==> src/logic/dbdcr_pkg.sv <==
// dbdcr_pkg: register map, field layout, reset values and timing constants
// of the dual bridge driver configuration bank.
// assumes nothing outside; imported by every design file of the block.
package dbdcr_pkg;

   // ---------------------------------------------------------------
   // frame and register geometry
   // ---------------------------------------------------------------
   localparam int unsigned DATA_W  = 12;   // data bits per register
   localparam int unsigned ADDR_W  = 3;    // address bits per frame
   localparam int unsigned FRAME_W = 16;   // whole serial frame
   localparam int unsigned FRAME_CNT_W = 5;

   // register indices
   localparam logic [2:0] ADDR_CONTROL = 3'h0;
   localparam logic [2:0] ADDR_TORQUE  = 3'h1;
   localparam logic [2:0] ADDR_OFFTIME = 3'h2;
   localparam logic [2:0] ADDR_BLANK   = 3'h3;
   localparam logic [2:0] ADDR_DECAY   = 3'h4;
   localparam logic [2:0] ADDR_SPARE   = 3'h5;
   localparam logic [2:0] ADDR_DRIVE   = 3'h6;
   localparam logic [2:0] ADDR_FAULTS  = 3'h7;

   // writable bit masks; everything else is reserved and reads zero
   localparam logic [11:0] MASK_CONTROL = 12'hf01;
   localparam logic [11:0] MASK_TORQUE  = 12'h0ff;
   localparam logic [11:0] MASK_OFFTIME = 12'h1ff;
   localparam logic [11:0] MASK_BLANK   = 12'h0ff;
   localparam logic [11:0] MASK_DECAY   = 12'h7ff;
   localparam logic [11:0] MASK_DRIVE   = 12'hfff;

   // reset values
   localparam logic [11:0] RST_CONTROL = 12'h301; // gain 11, enable 1
   localparam logic [11:0] RST_TORQUE  = 12'h0ff;
   localparam logic [11:0] RST_OFFTIME = 12'h130; // pwm mode 1, 0x30
   localparam logic [11:0] RST_BLANK   = 12'h080;
   localparam logic [11:0] RST_DECAY   = 12'h010; // slow decay, 0x10
   localparam logic [11:0] RST_DRIVE   = 12'hfa5;

   // field positions
   localparam int unsigned BIT_ENABLE   = 0;
   localparam int unsigned BIT_OTS      = 0;
   localparam int unsigned BIT_OCP_A    = 1;
   localparam int unsigned BIT_OCP_B    = 2;
   localparam int unsigned BIT_PDF_A    = 3;
   localparam int unsigned BIT_PDF_B    = 4;
   localparam int unsigned BIT_UV       = 5;

   // decay mode codes
   localparam logic [2:0] DECAY_SLOW  = 3'h0;
   localparam logic [2:0] DECAY_FAST  = 3'h2;
   localparam logic [2:0] DECAY_MIXED = 3'h3;
   localparam logic [2:0] DECAY_AUTO  = 3'h5;

   // timing: system clock and step sizes in picoseconds
   localparam int unsigned CLK_PERIOD_PS = 20000;  // 50 MHz
   localparam int unsigned OFF_STEP_PS   = 525000;
   localparam int unsigned OFF_STEP_CYC  = OFF_STEP_PS / CLK_PERIOD_PS;

   // ---------------------------------------------------------------
   // types
   // ---------------------------------------------------------------
   typedef enum logic [1:0] {
      DBDCR_IDLE  = 2'b00,
      DBDCR_SHIFT = 2'b01,
      DBDCR_DONE  = 2'b10
   } dbdcr_frame_t;

   // one decoded frame handed from the serial front end
   typedef struct packed {
      logic        valid;   // one-cycle strobe
      logic        isRead;
      logic [2:0]  addr;
      logic [11:0] data;
   } dbdcr_frame_req_t;

   // raw fault events from the analog protection circuits
   typedef struct packed {
      logic overTemp;
      logic ocpA;
      logic ocpB;
      logic pdfA;
      logic pdfB;
      logic underVolt;
   } dbdcr_faults_t;

   // configuration seen by the analog side
   typedef struct packed {
      logic [1:0] senseGainSel;
      logic [1:0] deadTimeSel;
      logic [7:0] torque;
      logic [7:0] offTimeVal;
      logic       controlModeBit;
      logic [7:0] blankTimeVal;
      logic [7:0] decayTransitionVal;
      logic [2:0] decayModeSel;
      logic [1:0] overcurrentThreshold;
      logic [1:0] overcurrentDeglitch;
      logic [1:0] gateSinkTime;
      logic [1:0] gateSourceTime;
      logic [1:0] gateSinkCurrent;
      logic [1:0] gateSourceCurrent;
   } dbdcr_cfg_t;

endpackage

==> src/logic/dbdcr_serial_rx.sv <==
// dbdcr_serial_rx: serial front end; samples the link clock and chip
// select with mclk, shifts sixteen bits, drives serial_data_out.
// assumes the link clock is far slower than mclk (160 ns vs 20 ns).
`timescale 1ns/10ps
`default_nettype none
module dbdcr_serial_rx
   import dbdcr_pkg::*;
(
   // clock and reset
   input  wire logic              mclk,
   input  wire logic              rst_n,
   input  wire logic              active,     // low while asleep
   // link pins
   input  wire logic              sclk,
   input  wire logic              scs,
   input  wire logic              serialDataIn,
   output logic                   serialDataOut,
   // register side
   output dbdcr_frame_req_t       frameReq,
   input  wire logic [DATA_W-1:0] readData,
   output logic [ADDR_W-1:0]      rdAddr
);
   typedef struct packed {
      logic [1:0]             sclkSync;   // two-flop synchroniser
      logic                   sclkOld;
      logic [1:0]             scsSync;
      logic                   scsOld;
      logic [1:0]             sdiSync;
      logic [FRAME_CNT_W-1:0] bitCount;
      logic [FRAME_W-1:0]     shiftIn;
      logic [DATA_W-1:0]      shiftOut;
      logic                   sdo;
      dbdcr_frame_req_t       req;
   } rx_state_t;

   rx_state_t st_q;
   rx_state_t st_d;
   logic      rise;
   logic      fall;
   logic      scsHi;

   // ---------------------------------------------------------------
   // next state
   // ---------------------------------------------------------------
   always_comb begin
      st_d = st_q;
      st_d.req.valid = 1'b0;
      st_d.sclkSync = {st_q.sclkSync[0], sclk};
      st_d.scsSync  = {st_q.scsSync[0], scs};
      st_d.sdiSync  = {st_q.sdiSync[0], serialDataIn};
      st_d.sclkOld  = st_q.sclkSync[1];
      st_d.scsOld   = st_q.scsSync[1];
      rise  = st_q.sclkSync[1] & ~st_q.sclkOld;
      fall  = ~st_q.sclkSync[1] & st_q.sclkOld;
      scsHi = st_q.scsSync[1];
      if (!active) begin
         // asleep: frames are ignored and the output stays low
         st_d.bitCount = '0;
         st_d.sdo      = 1'b0;
      end else if (!scsHi) begin
         // chip select low ends the frame
         if (st_q.scsOld && st_q.bitCount == FRAME_CNT_W'(FRAME_W)) begin
            st_d.req.valid  = 1'b1;
            st_d.req.isRead = st_q.shiftIn[FRAME_W-1];
            st_d.req.addr   = st_q.shiftIn[FRAME_W-2 -: ADDR_W];
            st_d.req.data   = st_q.shiftIn[DATA_W-1:0];
         end
         st_d.bitCount = '0;
         st_d.sdo      = 1'b0;
      end else begin
         if (rise && st_q.bitCount < FRAME_CNT_W'(FRAME_W)) begin
            st_d.shiftIn  = {st_q.shiftIn[FRAME_W-2:0], st_q.sdiSync[1]};
            st_d.bitCount = st_q.bitCount + 1'b1;
         end
         // read data is loaded once the address is
         if (fall && st_q.bitCount == FRAME_CNT_W'(1 + ADDR_W)) begin
            st_d.sdo      = readData[DATA_W-1];
            st_d.shiftOut = {readData[DATA_W-2:0], 1'b0};
         end else if (fall && st_q.bitCount > FRAME_CNT_W'(1 + ADDR_W)) begin
            st_d.sdo      = st_q.shiftOut[DATA_W-1];
            st_d.shiftOut = {st_q.shiftOut[DATA_W-2:0], 1'b0};
         end
      end
   end

   // ---------------------------------------------------------------
   // state register
   // ---------------------------------------------------------------
   always_ff @(posedge mclk) begin
      if (!rst_n) begin
         st_q <= '0;
      end else begin
         st_q <= st_d;
      end
   end

   // address bits for read-data lookup come straight from the shifter
   assign rdAddr        = st_q.shiftIn[ADDR_W-1:0];
   assign frameReq      = st_q.req;
   assign serialDataOut = st_q.sdo;
endmodule
`default_nettype wire

==> src/logic/dbdcr_regs.sv <==
// dbdcr_regs: register bank of the dual bridge driver configuration.
// Contract
// - active while sleep input high, asleep low
// - sleep disables pump, bridges, regulator, serial
// - wake automatically when sleep input rises
// - enable bit zero disables both bridges
// - any fault disables affected bridge outputs
// - reset loads every register default
// - sense gain field bits nine to eight
// - dead time field bits eleven to ten
// - torque byte scales both bridges, resets ones
// - off time field, default 0x30
// - blanking field sets blank, min on-time
// - decay transition byte, default 0x10
// - decay mode select, reserved codes exist
// - gate sink time at bits five-four
// - gate source time at bits seven-six
// - gate sink current at bits nine-eight
// - gate source current at bits eleven-ten
// - overtemp flag follows condition, read-only
// - overcurrent flags latch, host clears
// - predriver flags latch until written zero
// - undervoltage flag follows, sleep clear ignored
// - sixteen bit frame ends at select low
// - read uses address, shifts data out
// assumes fault inputs come from analog detectors on the mclk domain;
// link pins come from outside and are synchronised in the front end.
`timescale 1ns/10ps
`default_nettype none
module dbdcr_regs
   import dbdcr_pkg::*;
(
   // clock and reset
   input  wire logic          mclk,
   input  wire logic          rst_n,
   // sleep pin
   input  wire logic          sleep_n_input,
   // serial link pins
   input  wire logic          sclk,
   input  wire logic          scs,
   input  wire logic          serial_data_in,
   output logic               serial_data_out,
   output logic               serial_data_out_oe,
   // fault detectors
   input  wire dbdcr_faults_t faultIn,
   // power and bridge controls
   output logic               chargePumpEn,
   output logic               five_volt_regulator_en,
   output logic               bridgeAEn,
   output logic               bridgeBEn,
   output logic               faultPending_n,
   // configuration fields
   output dbdcr_cfg_t         cfg,
   output logic               decayModeReserved
);
   // ---------------------------------------------------------------
   // state
   // ---------------------------------------------------------------
   typedef struct packed {
      logic [1:0]  sleepSync;    // pin synchroniser
      logic [11:0] control;
      logic [11:0] torque;
      logic [11:0] offTime;
      logic [11:0] blank;
      logic [11:0] decay;
      logic [11:0] drive;
      logic        overTemp;
      logic        ocpA;
      logic        ocpB;
      logic        pdfA;
      logic        pdfB;
      logic        underVolt;
      logic        pumpEn;
      logic        regEn;
      logic        bridgeA;
      logic        bridgeB;
      logic        faultN;
   } regs_state_t;

   regs_state_t      st_q;
   regs_state_t      st_d;
   dbdcr_frame_req_t req;
   logic [11:0]      readData;
   logic [2:0]       rdAddr;       // live address from the shifter
   logic [11:0]      statusWord;
   logic             active;
   logic             wr;

   // masked write helper shared by all config registers
   function automatic logic [11:0] mwrite(input logic [11:0] mask,
                                          input logic [11:0] val);
      mwrite = val & mask;
   endfunction

   // ---------------------------------------------------------------
   // serial front end
   // ---------------------------------------------------------------
   dbdcr_serial_rx u_rx (
      .mclk          (mclk),
      .rst_n         (rst_n),
      .active        (active),
      .sclk          (sclk),
      .scs           (scs),
      .serialDataIn  (serial_data_in),
      .serialDataOut (serial_data_out),
      .frameReq      (req),
      .readData      (readData),
      .rdAddr        (rdAddr)
   );

   // sleep pin after two flops; low means asleep
   assign active = st_q.sleepSync[1];

   // live status word; reserved upper bits read zero
   always_comb begin
      statusWord = '0;
      statusWord[BIT_OTS]   = st_q.overTemp;
      statusWord[BIT_OCP_A] = st_q.ocpA;
      statusWord[BIT_OCP_B] = st_q.ocpB;
      statusWord[BIT_PDF_A] = st_q.pdfA;
      statusWord[BIT_PDF_B] = st_q.pdfB;
      statusWord[BIT_UV]    = st_q.underVolt;
   end

   // ---------------------------------------------------------------
   // read mux; address is taken from the shift register live, so
   // the front end gets the word in the bit slot after the address
   // ---------------------------------------------------------------
   always_comb begin
      case (rdAddr)
         ADDR_CONTROL: readData = st_q.control;
         ADDR_TORQUE:  readData = st_q.torque;
         ADDR_OFFTIME: readData = st_q.offTime;
         ADDR_BLANK:   readData = st_q.blank;
         ADDR_DECAY:   readData = st_q.decay;
         ADDR_DRIVE:   readData = st_q.drive;
         ADDR_FAULTS:  readData = statusWord;
         default:      readData = '0; // spare slot reads zero
      endcase
   end

   // ---------------------------------------------------------------
   // next state
   // ---------------------------------------------------------------
   always_comb begin
      st_d = st_q;
      st_d.sleepSync = {st_q.sleepSync[0], sleep_n_input};
      // a frame writes when its first bit is zero
      wr = req.valid & ~req.isRead & active;
      if (wr) begin
         case (req.addr)
            ADDR_CONTROL: st_d.control = mwrite(MASK_CONTROL, req.data);
            ADDR_TORQUE:  st_d.torque  = mwrite(MASK_TORQUE, req.data);
            ADDR_OFFTIME: st_d.offTime = mwrite(MASK_OFFTIME, req.data);
            ADDR_BLANK:   st_d.blank   = mwrite(MASK_BLANK, req.data);
            ADDR_DECAY:   st_d.decay   = mwrite(MASK_DECAY, req.data);
            ADDR_DRIVE:   st_d.drive   = mwrite(MASK_DRIVE, req.data);
            ADDR_FAULTS: begin
               // writing zero clears a latched flag; an event in the
               // same cycle wins over the clear
               if (!req.data[BIT_OCP_A]) st_d.ocpA = 1'b0;
               if (!req.data[BIT_OCP_B]) st_d.ocpB = 1'b0;
               if (!req.data[BIT_PDF_A]) st_d.pdfA = 1'b0;
               if (!req.data[BIT_PDF_B]) st_d.pdfB = 1'b0;
            end
            default: begin
               // spare slot: write has no effect
            end
         endcase
      end
      // latched faults; set wins over the clear
      if (faultIn.ocpA) st_d.ocpA = 1'b1;
      if (faultIn.ocpB) st_d.ocpB = 1'b1;
      if (faultIn.pdfA) st_d.pdfA = 1'b1;
      if (faultIn.pdfB) st_d.pdfB = 1'b1;
      // self-clearing flags follow the condition; the undervoltage
      // flag is not writable, so a clear in sleep does nothing
      st_d.overTemp  = faultIn.overTemp;
      st_d.underVolt = faultIn.underVolt;
      // power domain: wakes with no command once the pin is high
      st_d.pumpEn = active;
      st_d.regEn  = active;
      // bridges: sleep, enable bit and faults all gate them
      st_d.bridgeA = active & st_d.control[BIT_ENABLE] & ~st_d.overTemp &
                     ~st_d.underVolt & ~st_d.ocpA & ~st_d.pdfA;
      st_d.bridgeB = active & st_d.control[BIT_ENABLE] & ~st_d.overTemp &
                     ~st_d.underVolt & ~st_d.ocpB & ~st_d.pdfB;
      st_d.faultN  = ~(st_d.overTemp | st_d.underVolt | st_d.ocpA |
                       st_d.ocpB | st_d.pdfA | st_d.pdfB);
   end

   // ---------------------------------------------------------------
   // state register; reset loads all defaults
   // ---------------------------------------------------------------
   always_ff @(posedge mclk) begin
      if (!rst_n) begin
         st_q         <= '0;
         st_q.control <= RST_CONTROL;
         st_q.torque  <= RST_TORQUE;
         st_q.offTime <= RST_OFFTIME;
         st_q.blank   <= RST_BLANK;
         st_q.decay   <= RST_DECAY;
         st_q.drive   <= RST_DRIVE;
         st_q.faultN  <= 1'b1;
      end else begin
         st_q <= st_d;
      end
   end

   // ---------------------------------------------------------------
   // outputs
   // ---------------------------------------------------------------
   assign chargePumpEn           = st_q.pumpEn;
   assign five_volt_regulator_en = st_q.regEn;
   assign bridgeAEn              = st_q.bridgeA;
   assign bridgeBEn              = st_q.bridgeB;
   assign faultPending_n         = st_q.faultN;
   // output driven only while awake
   assign serial_data_out_oe     = active;

   // field decode
   always_comb begin
      cfg.senseGainSel         = st_q.control[9:8];
      cfg.deadTimeSel          = st_q.control[11:10];
      cfg.torque               = st_q.torque[7:0];
      cfg.offTimeVal           = st_q.offTime[7:0];
      cfg.controlModeBit       = st_q.offTime[8];
      cfg.blankTimeVal         = st_q.blank[7:0];
      cfg.decayTransitionVal   = st_q.decay[7:0];
      cfg.decayModeSel         = st_q.decay[10:8];
      cfg.overcurrentThreshold = st_q.drive[1:0];
      cfg.overcurrentDeglitch  = st_q.drive[3:2];
      cfg.gateSinkTime         = st_q.drive[5:4];
      cfg.gateSourceTime       = st_q.drive[7:6];
      cfg.gateSinkCurrent      = st_q.drive[9:8];
      cfg.gateSourceCurrent    = st_q.drive[11:10];
      decayModeReserved = !(cfg.decayModeSel == DECAY_SLOW ||
                            cfg.decayModeSel == DECAY_FAST ||
                            cfg.decayModeSel == DECAY_MIXED ||
                            cfg.decayModeSel == DECAY_AUTO);
   end
endmodule
`default_nettype wire

==> config.mk <==
export PLATFORM = sky130hd
export DESIGN_NAME = dbdcr_regs
export DESIGN_NICKNAME = d
export VERILOG_FILES = /design/src/logic/dbdcr_pkg.sv /design/src/logic/dbdcr_serial_rx.sv /design/src/logic/dbdcr_regs.sv
export SDC_FILE = /design/constraint.sdc
export NUM_CORES = 1
export LEC_CHECK = 0
export ABC_AREA = 1
export BUFFER_PORTS_ARGS = -buffer_cell sky130_fd_sc_hd__buf_2
export CAP_MARGIN = 5
export CORE_MARGIN = 3
export CORE_UTILIZATION = 38
export CTS_BUF_LIST = sky130_fd_sc_hd__clkbuf_8
export CTS_CLUSTER_SIZE = 16
export DETAILED_ROUTE_END_ITERATION = 8
export PLACE_DENSITY = 0.59
export SYNTH_ARGS = -nofsm -noshare
export SYNTH_HDL_FRONTEND = slang
export SYNTH_HIERARCHICAL = 1
export SYNTH_SLANG_ARGS = --single-unit
==> constraint.sdc <==
create_clock -name mclk -period 1.3 [get_ports mclk]
set_input_delay 0.39 -clock mclk [delete_from_list [all_inputs] [get_ports mclk]]
set_output_delay 0.39 -clock mclk [all_outputs]
set_load 0.01 [all_outputs]
==> key figures, run 1 <==
Outcome
  – Status: complete, but fails checks
  – Failing checks: setup timing

Synth
  – Seq/Total Area, Yosys: 0.429
  – Register bit total from synthesis: 123
  – Syn_area_per_cell: 7.41 um^2
  – YS warnings: 6
  – Synth area leaders: dfxtp_1 (43%), buf_4 (10%), nand2_1 (9.1%)
  – Post-Syn Area: 5740 um^2
  – Post-synth ARST share: 0
  – Number of enable-type register cells in the synthesized netlist: 0
  – Library cells used by synthesis: 40
  – Mapped Nets: 789
  – Post-synth top area share: 0.429
  – Primary FF master, synth: dfxtp_1
  – Synthesized instance count: 775
  – Cell taking the most area after synthesis: dfxtp_1

Pwr
  – Power Dens Cells: 835 nW/um^2
  – Max VDD drop: 601 uV
  – LEAKAGE: 3.76 nW

Route
  – Routed WL per cell: 16.2 um
  – Via density per instance: 5.08
  – Drt total wl: 17.8 mm
  – DR iter-0 viols: 448
  – DRC: 0
  – Post-route antenna net violation count: 0
  – DRT Pass-1 Iters: 8
  – Via count: 5574

Clock tree
  – Clock latency on the worst-skew pair: 0.45 ns
  – H-tree depth: 4
  – Master cell of the clock root buffer: clkbuf_8
  – TritonCTS clock tree: done
  – CTS Buf Count: 17
  – CTS Sinks: 123
  – Hold-fix buffers, CTS: 0
  – Clock Path Buffers: 2
  – Worst-path clk slew: 0.07 ns

Final layout
  – Total Nets Final: 915
  – Area grow syn2layout: 51.9%
  – Multi-input gate area: 3020 um^2
  – Final Instance Count excl. Fillers: 1097
  – # diodes: 0
  – Layout cells sized above 1: 0.554
  – Reg area: 2550 um^2
  – Fillers: 1205

Run
  – Max-cap violations: 0

Timing
  – Fmax: 619 MHz
  – Post-route minimum period: 1.61 ns
  – Relative slew margins: 0.739
  – Clk_skew: 0.0104 ns
  – Final Slew Violations: 0
  – RSZ-0062 raised after global routing: yes
  – Final setup vio count: 83
  – Final WS setup: -0.314 ns
  – Hold WS: 0.114 ns
  – Slew at the pin closest to its max-slew limit: 0.390 ns
  – Tcrit/Tclk final: 1.24
  – Hold Vio Cnt, Final: 0

Floorplan
  – Die ar.: 16600 um^2
  – Initial Util: 0.392
  – Die height: 129 um
  – Die W: 129 um
  – # IOs: 72
  – Core Box Area: 14600 um^2
  – Cell row count: 44

Global routing
  – Antenna violations before repair: 0
  – Largest net degree at the start of global routing: 32
  – First-pass GRT wire length: 25.4 mm
  – Number of global-route vias before repair: 4979
  – Gr usage total: 0.195
  – Grt ovf: 0

Placed design
  – Placed cell count: 985
  – Routability cong.: 0.841
  – PortBufs: 71
  – Dpl hpwl: 10.6 mm

Setup path
  – Crit start category: flip-flop
  – WP data arrival: 1.22 ns
  – CP required: 0.91 ns
  – Setup CP Type: reg2out
  – Critical Path Fanout Max: 2
  – Element type at the critical path end: output port

Hold path
  – Hold Crit Class: in2reg
==> placed cells by master, fill, tap and decap left out, types with 10 or more instances in the layout <==
cell      Yosys  final
nand2_1     139     95
buf_6         8     93
buf_4        77     82
inv_1        86     72
nor2_1       76     67
dfxtp_2       0     59
dfxtp_1     123     59
nand3_1      79     51
o21ai_2       1     36
a21oi_1      55     30
nand2_2       5     29
a21oi_2       1     24
nand3_2       4     22
clkbuf_8      0     21
nand2_4       1     20
inv_2         7     14
buf_2         5     13
nand3_4       1     11
buf_12        0     11
o21ai_1       4     10
==> metal layers <==
metal | part of all wire | GRT usage | vias to the layer above
met5 | 0 | 0 | -
met4 | 0.041 | 0.0723 | 0
met3 | 0.051 | 0.0482 | 61
met2 | 0.49 | 0.329 | 208
met1 | 0.42 | 0.240 | 2633
li1 | - | - | 2672
==> flip-flops by register name, indices dropped and copies added (netlist names) <==
signal                  flops
bridgeAEn                   1
bridgeBEn                   1
cfg                        52
faultPending_n              1
five_volt_regulator_en      1
serial_data_out_oe          1
st_d                        1
st_q                        7
u_rx/frameReq              17
u_rx/rdAddr                 3
u_rx/scsHi                  1
u_rx/serialDataOut          1
u_rx/st_d                   4
u_rx/st_q                  32
==> synth_stat cells, drive strengths merged, types with 3 or more instances <==
library cell / instances
nand2: 145
dfxtp: 123
inv: 94
buf: 92
nand3: 84
nor2: 80
a21oi: 56
o21ai: 56
clkbuf: 11
o211ai: 10
clkinv: 4
nor3: 4
o2111ai: 4
nand4: 3
==> where the power goes <==
part / total, W / switching (W) / internal (W)
sequential: 0.00380 / 0.0000159 / 0.00378
combinational: 0.000299 / 0.000176 / 0.000123
clock: 0.00319 / 0.00152 / 0.00167
==> worst max-delay path, cell delays in order, from the launching register on <==
cell     delay (ns)
dfxtp_2        0.34
inv_2          0.04
nand2_2        0.06
xor2_2         0.14
inv_1          0.06
buf_2          0.14
==> final cells by class <==
class | count | share of cell area
inverter | 98 | 0.0505
clock inverter | 10 | 0.00861
tap | 184 | 0.0264
multi-input combinational | 452 | 0.346
clock buffer | 21 | 0.0331
timing repair inverter | 3 | 0.00258
timing repair buffer | 206 | 0.240
sequential | 123 | 0.293
==> metrics by stage <==
stage / total power (W) / util / TNS (ns) / cell area, um^2 / setup WS [ns]
global placement: 0.00412 / 0.416 / -1.52 / 6090 / -0.181
floorplan: 0.00401 / - / 0 / 5760 / 0.00198
CTS: 0.00726 / 0.517 / -2.33 / 7570 / -0.381
detailed placement: 0.00412 / 0.416 / -2.13 / 6090 / -0.234
global route: 0.00749 / 0.596 / -13.22 / 8720 / -0.399
finish: 0.00728 / 0.596 / -6.50 / 8720 / -0.314
==> path summary, 6_finish.rpt <==
check | startpoint | to | slack (ns) | depth (start not counted)
worst min-delay path | scs | u_rx/st_d[55] | 0.11 | 3
worst max-delay path | cfg[13] | decayModeReserved | -0.31 | 5
worst max register to register | serial_data_out_oe | cfg[30] | -0.23 | 9
worst min register to register | st_d[84] | serial_data_out_oe | 0.41 | 2
==> what timing repair did <==
item / 4_1_cts / 5_1_grt
pin swaps: 21 / 57
cloned: 3 / 7
gates resized for setup: 220 / 245
buffers inserted: 54 / 18
setup endpoints to repair: 107 / 161
==> cells by family (layout without fill, tap and decap cells) <==
kind of cell / after synthesis / count (layout) / share of synthesized area
adder cells (fa/ha/maj): 2 / 2 / 0.00436
flip-flops: 123 / 123 / 0.429
AND/OR/NAND/NOR: 317 / 318 / 0.244
buffers and inverters: 201 / 338 / 0.195
AO/OA/AOI/OAI: 130 / 130 / 0.126
XOR/XNOR: 2 / 2 / 0.00305
No activity file was read; power rests on OpenSTA's default activity.
==> run 2, diff against run 1 <==
--- a/config.mk
+++ b/config.mk
@@ -13,7 +13,8 @@
 export CTS_BUF_LIST = sky130_fd_sc_hd__clkbuf_8
 export CTS_CLUSTER_SIZE = 16
 export DETAILED_ROUTE_END_ITERATION = 8
-export PLACE_DENSITY = 0.59
+export MAX_ROUTING_LAYER = met4
+export PLACE_DENSITY = 0.57
 export SYNTH_ARGS = -nofsm -noshare
 export SYNTH_HDL_FRONTEND = slang
 export SYNTH_HIERARCHICAL = 1
==> constraint.sdc (replaced) <==
create_clock -name mclk -period 2.01 [get_ports mclk]
set_input_delay 0.603 -clock mclk [delete_from_list [all_inputs] [get_ports mclk]]
set_output_delay 0.603 -clock mclk [all_outputs]
set_load 0.01 [all_outputs]
==> key figures, run 2 (same netlist as run 1, synthesis figures left out) <==
Outcome
  – Status: complete, no violations (was complete, but fails checks)

Route
  – Via count: 4689 (was 5574)
  – Via density per instance: 4.82 (was 5.08)
  – Post-route antenna net violation count: 0 (unchanged)
  – DRT Pass-1 Iters: 5 (was 8)
  – DRC: 0 (unchanged)
  – Routed WL per cell: 14.8 um (was 16.2 um)
  – Drt total wl: 14.4 mm (was 17.8 mm)
  – DR iter-0 viols: 328 (was 448)

Clock tree
  – Master cell of the clock root buffer: clkbuf_8 (unchanged)
  – Hold-fix buffers, CTS: 0 (unchanged)
  – Clock latency on the worst-skew pair: 0.45 ns (about the same)
  – Clock Path Buffers: 2 (unchanged)
  – Post-CTS Setup Bufs: 0 (was 54)
  – TritonCTS clock tree: done (unchanged)
  – Worst-path clk slew: 0.07 ns (about the same)
  – CTS Buf Count: 17 (unchanged)
  – H-tree depth: 4 (unchanged)
  – PostCTS Resize Cnt: 0 (was 220)
  – CTS Sinks: 123 (unchanged)

Final layout
  – Reg area: 2460 um^2 (was 2550 um^2)
  – Area grow syn2layout: 6.82% (was 51.9%)
  – # diodes: 0 (unchanged)
  – Layout cells sized above 1: 0.188 (was 0.554)
  – Most frequent cells in the layout: nand2_1 (139), dfxtp_1 (123), inv_1 (89), nand3_1 (79), nor2_1 (75) (was nand2_1 (95), buf_6 (93), buf_4 (82), inv_1 (72), nor2_1 (67))
  – Commonest non-fill, non-tap cell in the layout: nand2_1 (unchanged)
  – Multi-input gate area: 2170 um^2 (was 3020 um^2)
  – Fillers: 1538 (was 1205)
  – Total Nets Final: 790 (was 915)
  – Max FFs per register: 52 (unchanged)
  – Design Area, Final: 6140 um^2 (was 8720 um^2)

Timing
  – Final setup vio count: 0 (was 83)
  – Final Slew Violations: 0 (unchanged)
  – Tcrit/Tclk final: 0.927
  – Slew at the pin closest to its max-slew limit: 0.588 ns (was 0.390 ns)
  – Relative slew margins: 0.607 (was 0.739)
  – RSZ-0062 raised after global routing: no (was yes)
  – Fmax: 536 MHz
  – Clk_skew: 0.0148 ns (was 0.0104 ns)
  – Hold Vio Cnt, Final: 0 (unchanged)
  – Setup TNS: 0 ns (was -6.50 ns)
  – Post-route minimum period: 1.86 ns

Pwr
  – NetSw: 0.00106 W (was 0.00171 W)
  – Reg power frac: 0.495 (was 0.522)
  – LEAKAGE: 2.79 nW (was 3.76 nW)
  – Int Power: 0.00391 W (was 0.00557 W)
  – Sw frac: 0.213 (was 0.235)
  – Power Dens Cells: 811 nW/um^2 (was 835 nW/um^2)
  – Clock power frac: 0.481 (was 0.437)
  – Max VDD drop: 514 uV (was 601 uV)
  – Combinational power share: 0.024 (was 0.041)

Placed design
  – Routability cong.: 0.830 (was 0.841)
  – Dpl hpwl: 9.98 mm (was 10.6 mm)
  – PortBufs: 71 (unchanged)
  – DP Area: 5700 um^2 (was 6090 um^2)

Setup path
  – Setup CP Type: reg2out (unchanged)
  – Worst path slowest cell: dfxtp_1 (was dfxtp_2)
  – CP required: 1.41 ns (was 0.91 ns)
  – Worst r2r src: u_rx/rdAddr[2] (was serial_data_out_oe)
  – Critical Path Fanout Max: 3 (was 2)
  – Element type at the critical path end: output port (unchanged)
  – CP dominant cell by count: inv_1
  – FF-to-FF End: u_rx/st_q[19] (was cfg[30])
  – CP max stage delay: 0.37 ns (was 0.34 ns)
  – Setup slack, reg-to-reg: 0.25 ns (was -0.23 ns)
  – R2R cell count: 9 (unchanged)
  – Worst path cell trace: inv_1 > nand2_1 > xor2_1 > inv_1 > buf_2 (was inv_2 > nand2_2 > xor2_2 > inv_1 > buf_2)
  – WP data arrival: 1.26 ns (was 1.22 ns)
  – Crit start category: flip-flop (unchanged)

Global routing
  – Gr usage total: 0.184 (was 0.195)
  – Antenna violations before repair: 0 (unchanged)
  – First-pass GRT wire length: 23.2 mm (was 25.4 mm)
  – Grt ovf: 0 (unchanged)
  – Largest net degree at the start of global routing: 51 (was 32)
  – Number of global-route vias before repair: 4420 (was 4979)

Floorplan
  – Die W: 129 um (unchanged)
  – Core Box Area: 14600 um^2 (unchanged)
  – Cell row count: 44 (unchanged)
  – Die ar.: 16600 um^2 (unchanged)
  – # IOs: 72 (unchanged)
  – Die height: 129 um (unchanged)
  – Initial Util: 0.392 (unchanged)

Hold path
  – Hold EP: u_rx/st_d[58] (was u_rx/st_d[55])
  – Hold Crit Class: in2reg (unchanged)
  – Hold Path Depth: 3 (unchanged)
  – Hold path start: sclk (was scs)

Run
  – Max-cap violations: 0 (unchanged)
## run 2: critical path, delay by kind of cell (launching register included)
| family | cells | cell delay [ns] |
|---|---|---|
| flops | 1 | 0.37 |
| buf+inv | 3 | 0.25 |
| simple gates | 1 | 0.07 |
| xor+xnor | 1 | 0.14 |
## run 2: metrics by stage
step / instances / power, W / util / setup slack, ns / hold slack (ns)
3_5_place_dp: 941 / 0.00264 / 0.389 / 0.114 / 0.397
2_1_floorplan: 775 / 0.00260 / - / 0.621 / 0.390
4_1_cts: 972 / 0.00501 / 0.419 / 0.126 / 0.321
3_3_place_gp: 941 / 0.00264 / 0.389 / 0.148 / 0.395
5_1_grt: 972 / 0.00515 / 0.419 / 0.0439 / 0.336
6_report: 972 / 0.00497 / 0.419 / 0.146 / 0.337
## run 2: routing by layer
| layer | up-vias | track usage | share of wire | wire length, um |
|---|---|---|---|---|
| met2 | 127 | 0.285 | 0.46 | 6660 |
| met5 | - | - | 0 | 0 |
| met3 | 21 | 0.0494 | 0.053 | 760 |
| li1 | 2408 | - | - | - |
| met1 | 2133 | 0.233 | 0.47 | 6780 |
| met4 | 0 | 0.0630 | 0.016 | 232 |
## run 2: worst max path at each step
| stage | start | end | slack, ns | cells past startpoint |
|---|---|---|---|---|
| finish | cfg[13] | decayModeReserved | 0.15 | 5 |
| global route | serial_data_out_oe | cfg[45] | 0.04 | 6 |
| CTS | u_rx/rdAddr[0] | u_rx/st_q[28] | 0.13 | 9 |
| detailed placement | u_rx/rdAddr[0] | u_rx/st_q[28] | 0.11 | 9 |
| global placement | u_rx/rdAddr[0] | u_rx/st_q[27] | 0.15 | 9 |
| floorplan | rst_n | u_rx/st_q[27] | 0.62 | 6 |
## run 2: power by group through the flow
stage / registers [W] / clock network [W] / logic, W
after floorplan: 0.00252 / 0 / 0.0000776
after global placement: 0.00252 / 0 / 0.000120
after detailed placement: 0.00252 / 0 / 0.000119
after CTS: 0.00246 / 0.00243 / 0.000120
after global routing: 0.00247 / 0.00255 / 0.000135
final: 0.00246 / 0.00239 / 0.000118
## run 2: layout make-up
type                            instances  area share
Sequential cell                       123       0.401
Multi-Input combinational cell        451       0.353
Timing Repair Buffer                   85      0.0771
Inverter                               98      0.0616
Clock buffer                           20      0.0449
Tap cell                              184      0.0375
Clock inverter                         11      0.0247
==> run 3, diff against run 2 <==
--- a/config.mk
+++ b/config.mk
@@ -5,7 +5,6 @@
 export SDC_FILE = /design/constraint.sdc
 export NUM_CORES = 1
 export LEC_CHECK = 0
-export ABC_AREA = 1
 export BUFFER_PORTS_ARGS = -buffer_cell sky130_fd_sc_hd__buf_2
 export CAP_MARGIN = 5
 export CORE_MARGIN = 3
@@ -15,6 +14,7 @@
 export DETAILED_ROUTE_END_ITERATION = 8
 export MAX_ROUTING_LAYER = met4
 export PLACE_DENSITY = 0.57
+export SETUP_SLACK_MARGIN = 0.05
 export SYNTH_ARGS = -nofsm -noshare
 export SYNTH_HDL_FRONTEND = slang
 export SYNTH_HIERARCHICAL = 1
==> key figures, run 3 <==
Outcome
  – Status: complete, no violations (unchanged)

Clock tree
  – Worst-path clk slew: 0.07 ns (about the same)
  – TritonCTS clock tree: done (unchanged)
  – Master cell of the clock root buffer: clkbuf_8 (unchanged)
  – Clock Path Buffers: 2 (unchanged)
  – PostCTS Resize Cnt: 0 (unchanged)
  – CTS Buf Count: 17 (unchanged)
  – Clock latency on the worst-skew pair: 0.44 ns (was 0.45 ns)
  – Post-CTS Setup Bufs: 0 (unchanged)
  – H-tree depth: 4 (unchanged)
  – CTS Sinks: 123 (unchanged)
  – Hold-fix buffers, CTS: 0 (unchanged)

Route
  – Via density per instance: 5.10 (was 4.82)
  – DR iter-0 viols: 270 (was 328)
  – Via count: 4210 (was 4689)
  – Routed WL per cell: 16.8 um (was 14.8 um)
  – DRT Pass-1 Iters: 5 (unchanged)
  – Drt total wl: 13.8 mm (was 14.4 mm)
  – Post-route antenna net violation count: 0 (unchanged)
  – DRC: 0 (unchanged)

Setup path
  – Worst path slowest cell: dfxtp_1 (unchanged)
  – R2R cell count: 4 (was 9)
  – Setup slack, reg-to-reg: 0.33 ns (was 0.25 ns)
  – FF-to-FF End: u_rx/serialDataOut (was u_rx/st_q[19])
  – Crit start category: flip-flop (unchanged)
  – CP required: 1.41 ns (about the same)
  – Setup crit end: decayModeReserved (unchanged)
  – Element type at the critical path end: output port (unchanged)
  – CP max stage delay: 0.40 ns (was 0.37 ns)
  – Worst Setup SP: cfg[13] (unchanged)
  – Worst r2r src: u_rx/st_d[56] (was u_rx/rdAddr[2])
  – WP data arrival: 1.23 ns (was 1.26 ns)
  – Setup CP Type: reg2out (unchanged)
  – Worst path cell trace: nand2b_1 > xnor2_1 > buf_2 (was inv_1 > nand2_1 > xor2_1 > inv_1 > buf_2)
  – Critical Path Fanout Max: 4 (was 3)

Pwr
  – Clock power frac: 0.468 (was 0.481)
  – Sw frac: 0.217 (was 0.213)
  – NetSw: 0.00105 W (was 0.00106 W)
  – LEAKAGE: 2.51 nW (was 2.79 nW)
  – Reg power frac: 0.512 (was 0.495)
  – Power Dens Cells: 786 nW/um^2 (was 811 nW/um^2)
  – Combinational power share: 0.021 (was 0.024)
  – Max VDD drop: 415 uV (was 514 uV)
  – Int Power: 0.00377 W (was 0.00391 W)

Synth
  – Post-synth top area share: 0.437 (was 0.429)
  – Seq/Total Area, Yosys: 0.437 (was 0.429)
  – Post-synth ARST share: 0 (unchanged)
  – Most common cell in the synthesized netlist: dfxtp_1 (was nand2_1)
  – Synthesized instance count: 621 (was 775)
  – Top cells by count, synth: dfxtp_1 (123), nand2_1 (102), buf_4 (76), mux2i_1 (62), nor2_1 (40) (was nand2_1 (139), dfxtp_1 (123), inv_1 (86), nand3_1 (79), buf_4 (77))
  – Mapped Nets: 635 (was 789)
  – Post-Syn Area: 5630 um^2 (was 5740 um^2)
  – Synth area leaders: dfxtp_1 (44%), mux2i_1 (11%), buf_4 (10%) (was dfxtp_1 (43%), buf_4 (10%), nand2_1 (9.1%))
  – Syn_area_per_cell: 9.07 um^2 (was 7.41 um^2)
  – Library cells used by synthesis: 52 (was 40)
  – Number of enable-type register cells in the synthesized netlist: 0 (unchanged)
  – Primary FF master, synth: dfxtp_1 (unchanged)
  – Register bit total from synthesis: 123 (unchanged)
  – Cell taking the most area after synthesis: dfxtp_1 (unchanged)
  – YS warnings: 6 (unchanged)

Global routing
  – Number of global-route vias before repair: 3973 (was 4420)
  – Largest net degree at the start of global routing: 71 (was 51)
  – Antenna violations before repair: 2 (was 0)
  – Grt ovf: 0 (unchanged)
  – Gr usage total: 0.179 (was 0.184)
  – First-pass GRT wire length: 22.0 mm (was 23.2 mm)

Timing
  – Fmax: 546 MHz (was 536 MHz)
  – Final Slew Violations: 0 (unchanged)
  – Clk_skew: 0.0127 ns (was 0.0148 ns)
  – Slew at the pin closest to its max-slew limit: 0.471 ns (was 0.588 ns)
  – Final setup vio count: 0 (unchanged)
  – Post-route minimum period: 1.83 ns (was 1.86 ns)
  – Setup TNS: 0 ns (unchanged)
  – Relative slew margins: 0.686 (was 0.607)
  – RSZ-0062 raised after global routing: no (unchanged)
  – Hold Vio Cnt, Final: 0 (unchanged)
  – Tcrit/Tclk final: 0.912 (was 0.927)

Placed design
  – Routability cong.: 0.902 (was 0.830)
  – Dpl hpwl: 9.74 mm (was 9.98 mm)
  – PortBufs: 71 (unchanged)
  – Placed cell count: 791 (was 941)

Final layout
  – Layout cells sized above 1: 0.221 (was 0.188)
  – Total Nets Final: 644 (was 790)
  – Area grow syn2layout: 8.77% (was 6.82%)
  – Final Instance Count excl. Fillers: 825 (was 972)
  – Commonest non-fill, non-tap cell in the layout: dfxtp_1 (was nand2_1)
  – Most frequent cells in the layout: dfxtp_1 (123), nand2_1 (102), buf_2 (71), mux2i_1 (62), nor2_1 (40) (was nand2_1 (139), dfxtp_1 (123), inv_1 (89), nand3_1 (79), nor2_1 (75))
  – Max FFs per register: 52 (unchanged)

Hold path
  – Hold path start: scs (was sclk)
  – Hold Crit Class: in2reg (unchanged)

Run
  – Max-cap violations: 0 (unchanged)

Floorplan
  – Initial Util: 0.397 (was 0.392)
  – Cell row count: 43 (was 44)
  – Die height: 128 um (was 129 um)
  – Core Box Area: 14200 um^2 (was 14600 um^2)
  – Die W: 128 um (was 129 um)
  – # IOs: 72 (unchanged)
  – Die ar.: 16300 um^2 (was 16600 um^2)
-- run 3: changes by cell type in the layout (fill, tap and decap cells not counted), moves of 35 or more --
| cell | before | now |
|---|---|---|
| mux2i_1 | 0 | 62 |
| nor2_1 | 75 | 40 |
| inv_1 | 89 | 6 |
| nand2_1 | 139 | 102 |
| o21ai_0 | 51 | 12 |
| nand3_1 | 79 | 13 |
-- run 3: worst max-delay path, delay by kind of cell (launching register included) --
| kind | cells | cell delay (ns) |
|---|---|---|
| xor gates and xnor gates | 1 | 0.11 |
| buffers and inverters | 1 | 0.15 |
| DFF | 1 | 0.40 |
| and+or+nand+nor | 1 | 0.14 |
-- run 3: kinds of logic (layout without fill, tap and decap cells) --
family,Yosys count,count (layout),synth area share
adders and majority gates,2,2,0.00444
DFF,123,123,0.437
other,0,2,0
buffers and inverters,111,133,0.131
xor gates and xnor gates,4,4,0.00622
and+or+nand+nor,234,234,0.206
muxes,71,71,0.130
AOI/OAI and AO/OA,76,76,0.0853
-- run 3: worst min-delay path by stage --
stage	endpoint	cells past startpoint
6_report	u_rx/st_d[55]	2
3_5_place_dp	u_rx/scsHi	1
5_1_grt	u_rx/st_d[58]	2
3_3_place_gp	u_rx/scsHi	1
2_1_floorplan	serial_data_out_oe	1
4_1_cts	u_rx/st_d[55]	2
-- run 3: per-stage QoR --
stage | power [W] | utilization | hold WS, ns | cell area, um^2 | setup WS, ns
after floorplan | 0.00258 | - | 0.412 | 5630 | 0.399
after global placement | 0.00262 | 0.402 | 0.418 | 5710 | 0.386
after detailed placement | 0.00262 | 0.402 | 0.422 | 5710 | 0.343
after CTS | 0.00488 | 0.431 | 0.329 | 6120 | 0.138
after global routing | 0.00499 | 0.431 | 0.344 | 6130 | 0.0833
final | 0.00482 | 0.431 | 0.370 | 6130 | 0.178
-- run 3: cell type report --
cell class              count  area (um^2)
clock buffers              19          262
inverters                   5         18.8
repair buffers             96          568
multi-input cells         387         2430
fillers                  1394         8080
flip-flops and latches    123         2460
diodes                      2         5.00
well taps                 180          225
clock inverters            13          151
-- run 3: power by group through the flow --
stage          combinational, W  clock (W)  sequential [W]
2_1_floorplan         0.0000637          0         0.00252
3_3_place_gp          0.0000988          0         0.00252
3_5_place_dp           0.000100          0         0.00252
4_1_cts                0.000101    0.00231         0.00247
5_1_grt                0.000110    0.00241         0.00247
6_report              0.0000989    0.00225         0.00247
-- run 3: routing by layer --
metal	vias to the layer above	track usage	wire [um]	part of all wire
li1	2060	-	-	-
met1	2016	0.219	6310	0.46
met2	101	0.271	6310	0.46
met3	33	0.0483	711	0.051
met4	0	0.0911	497	0.036
met5	-	-	0	0
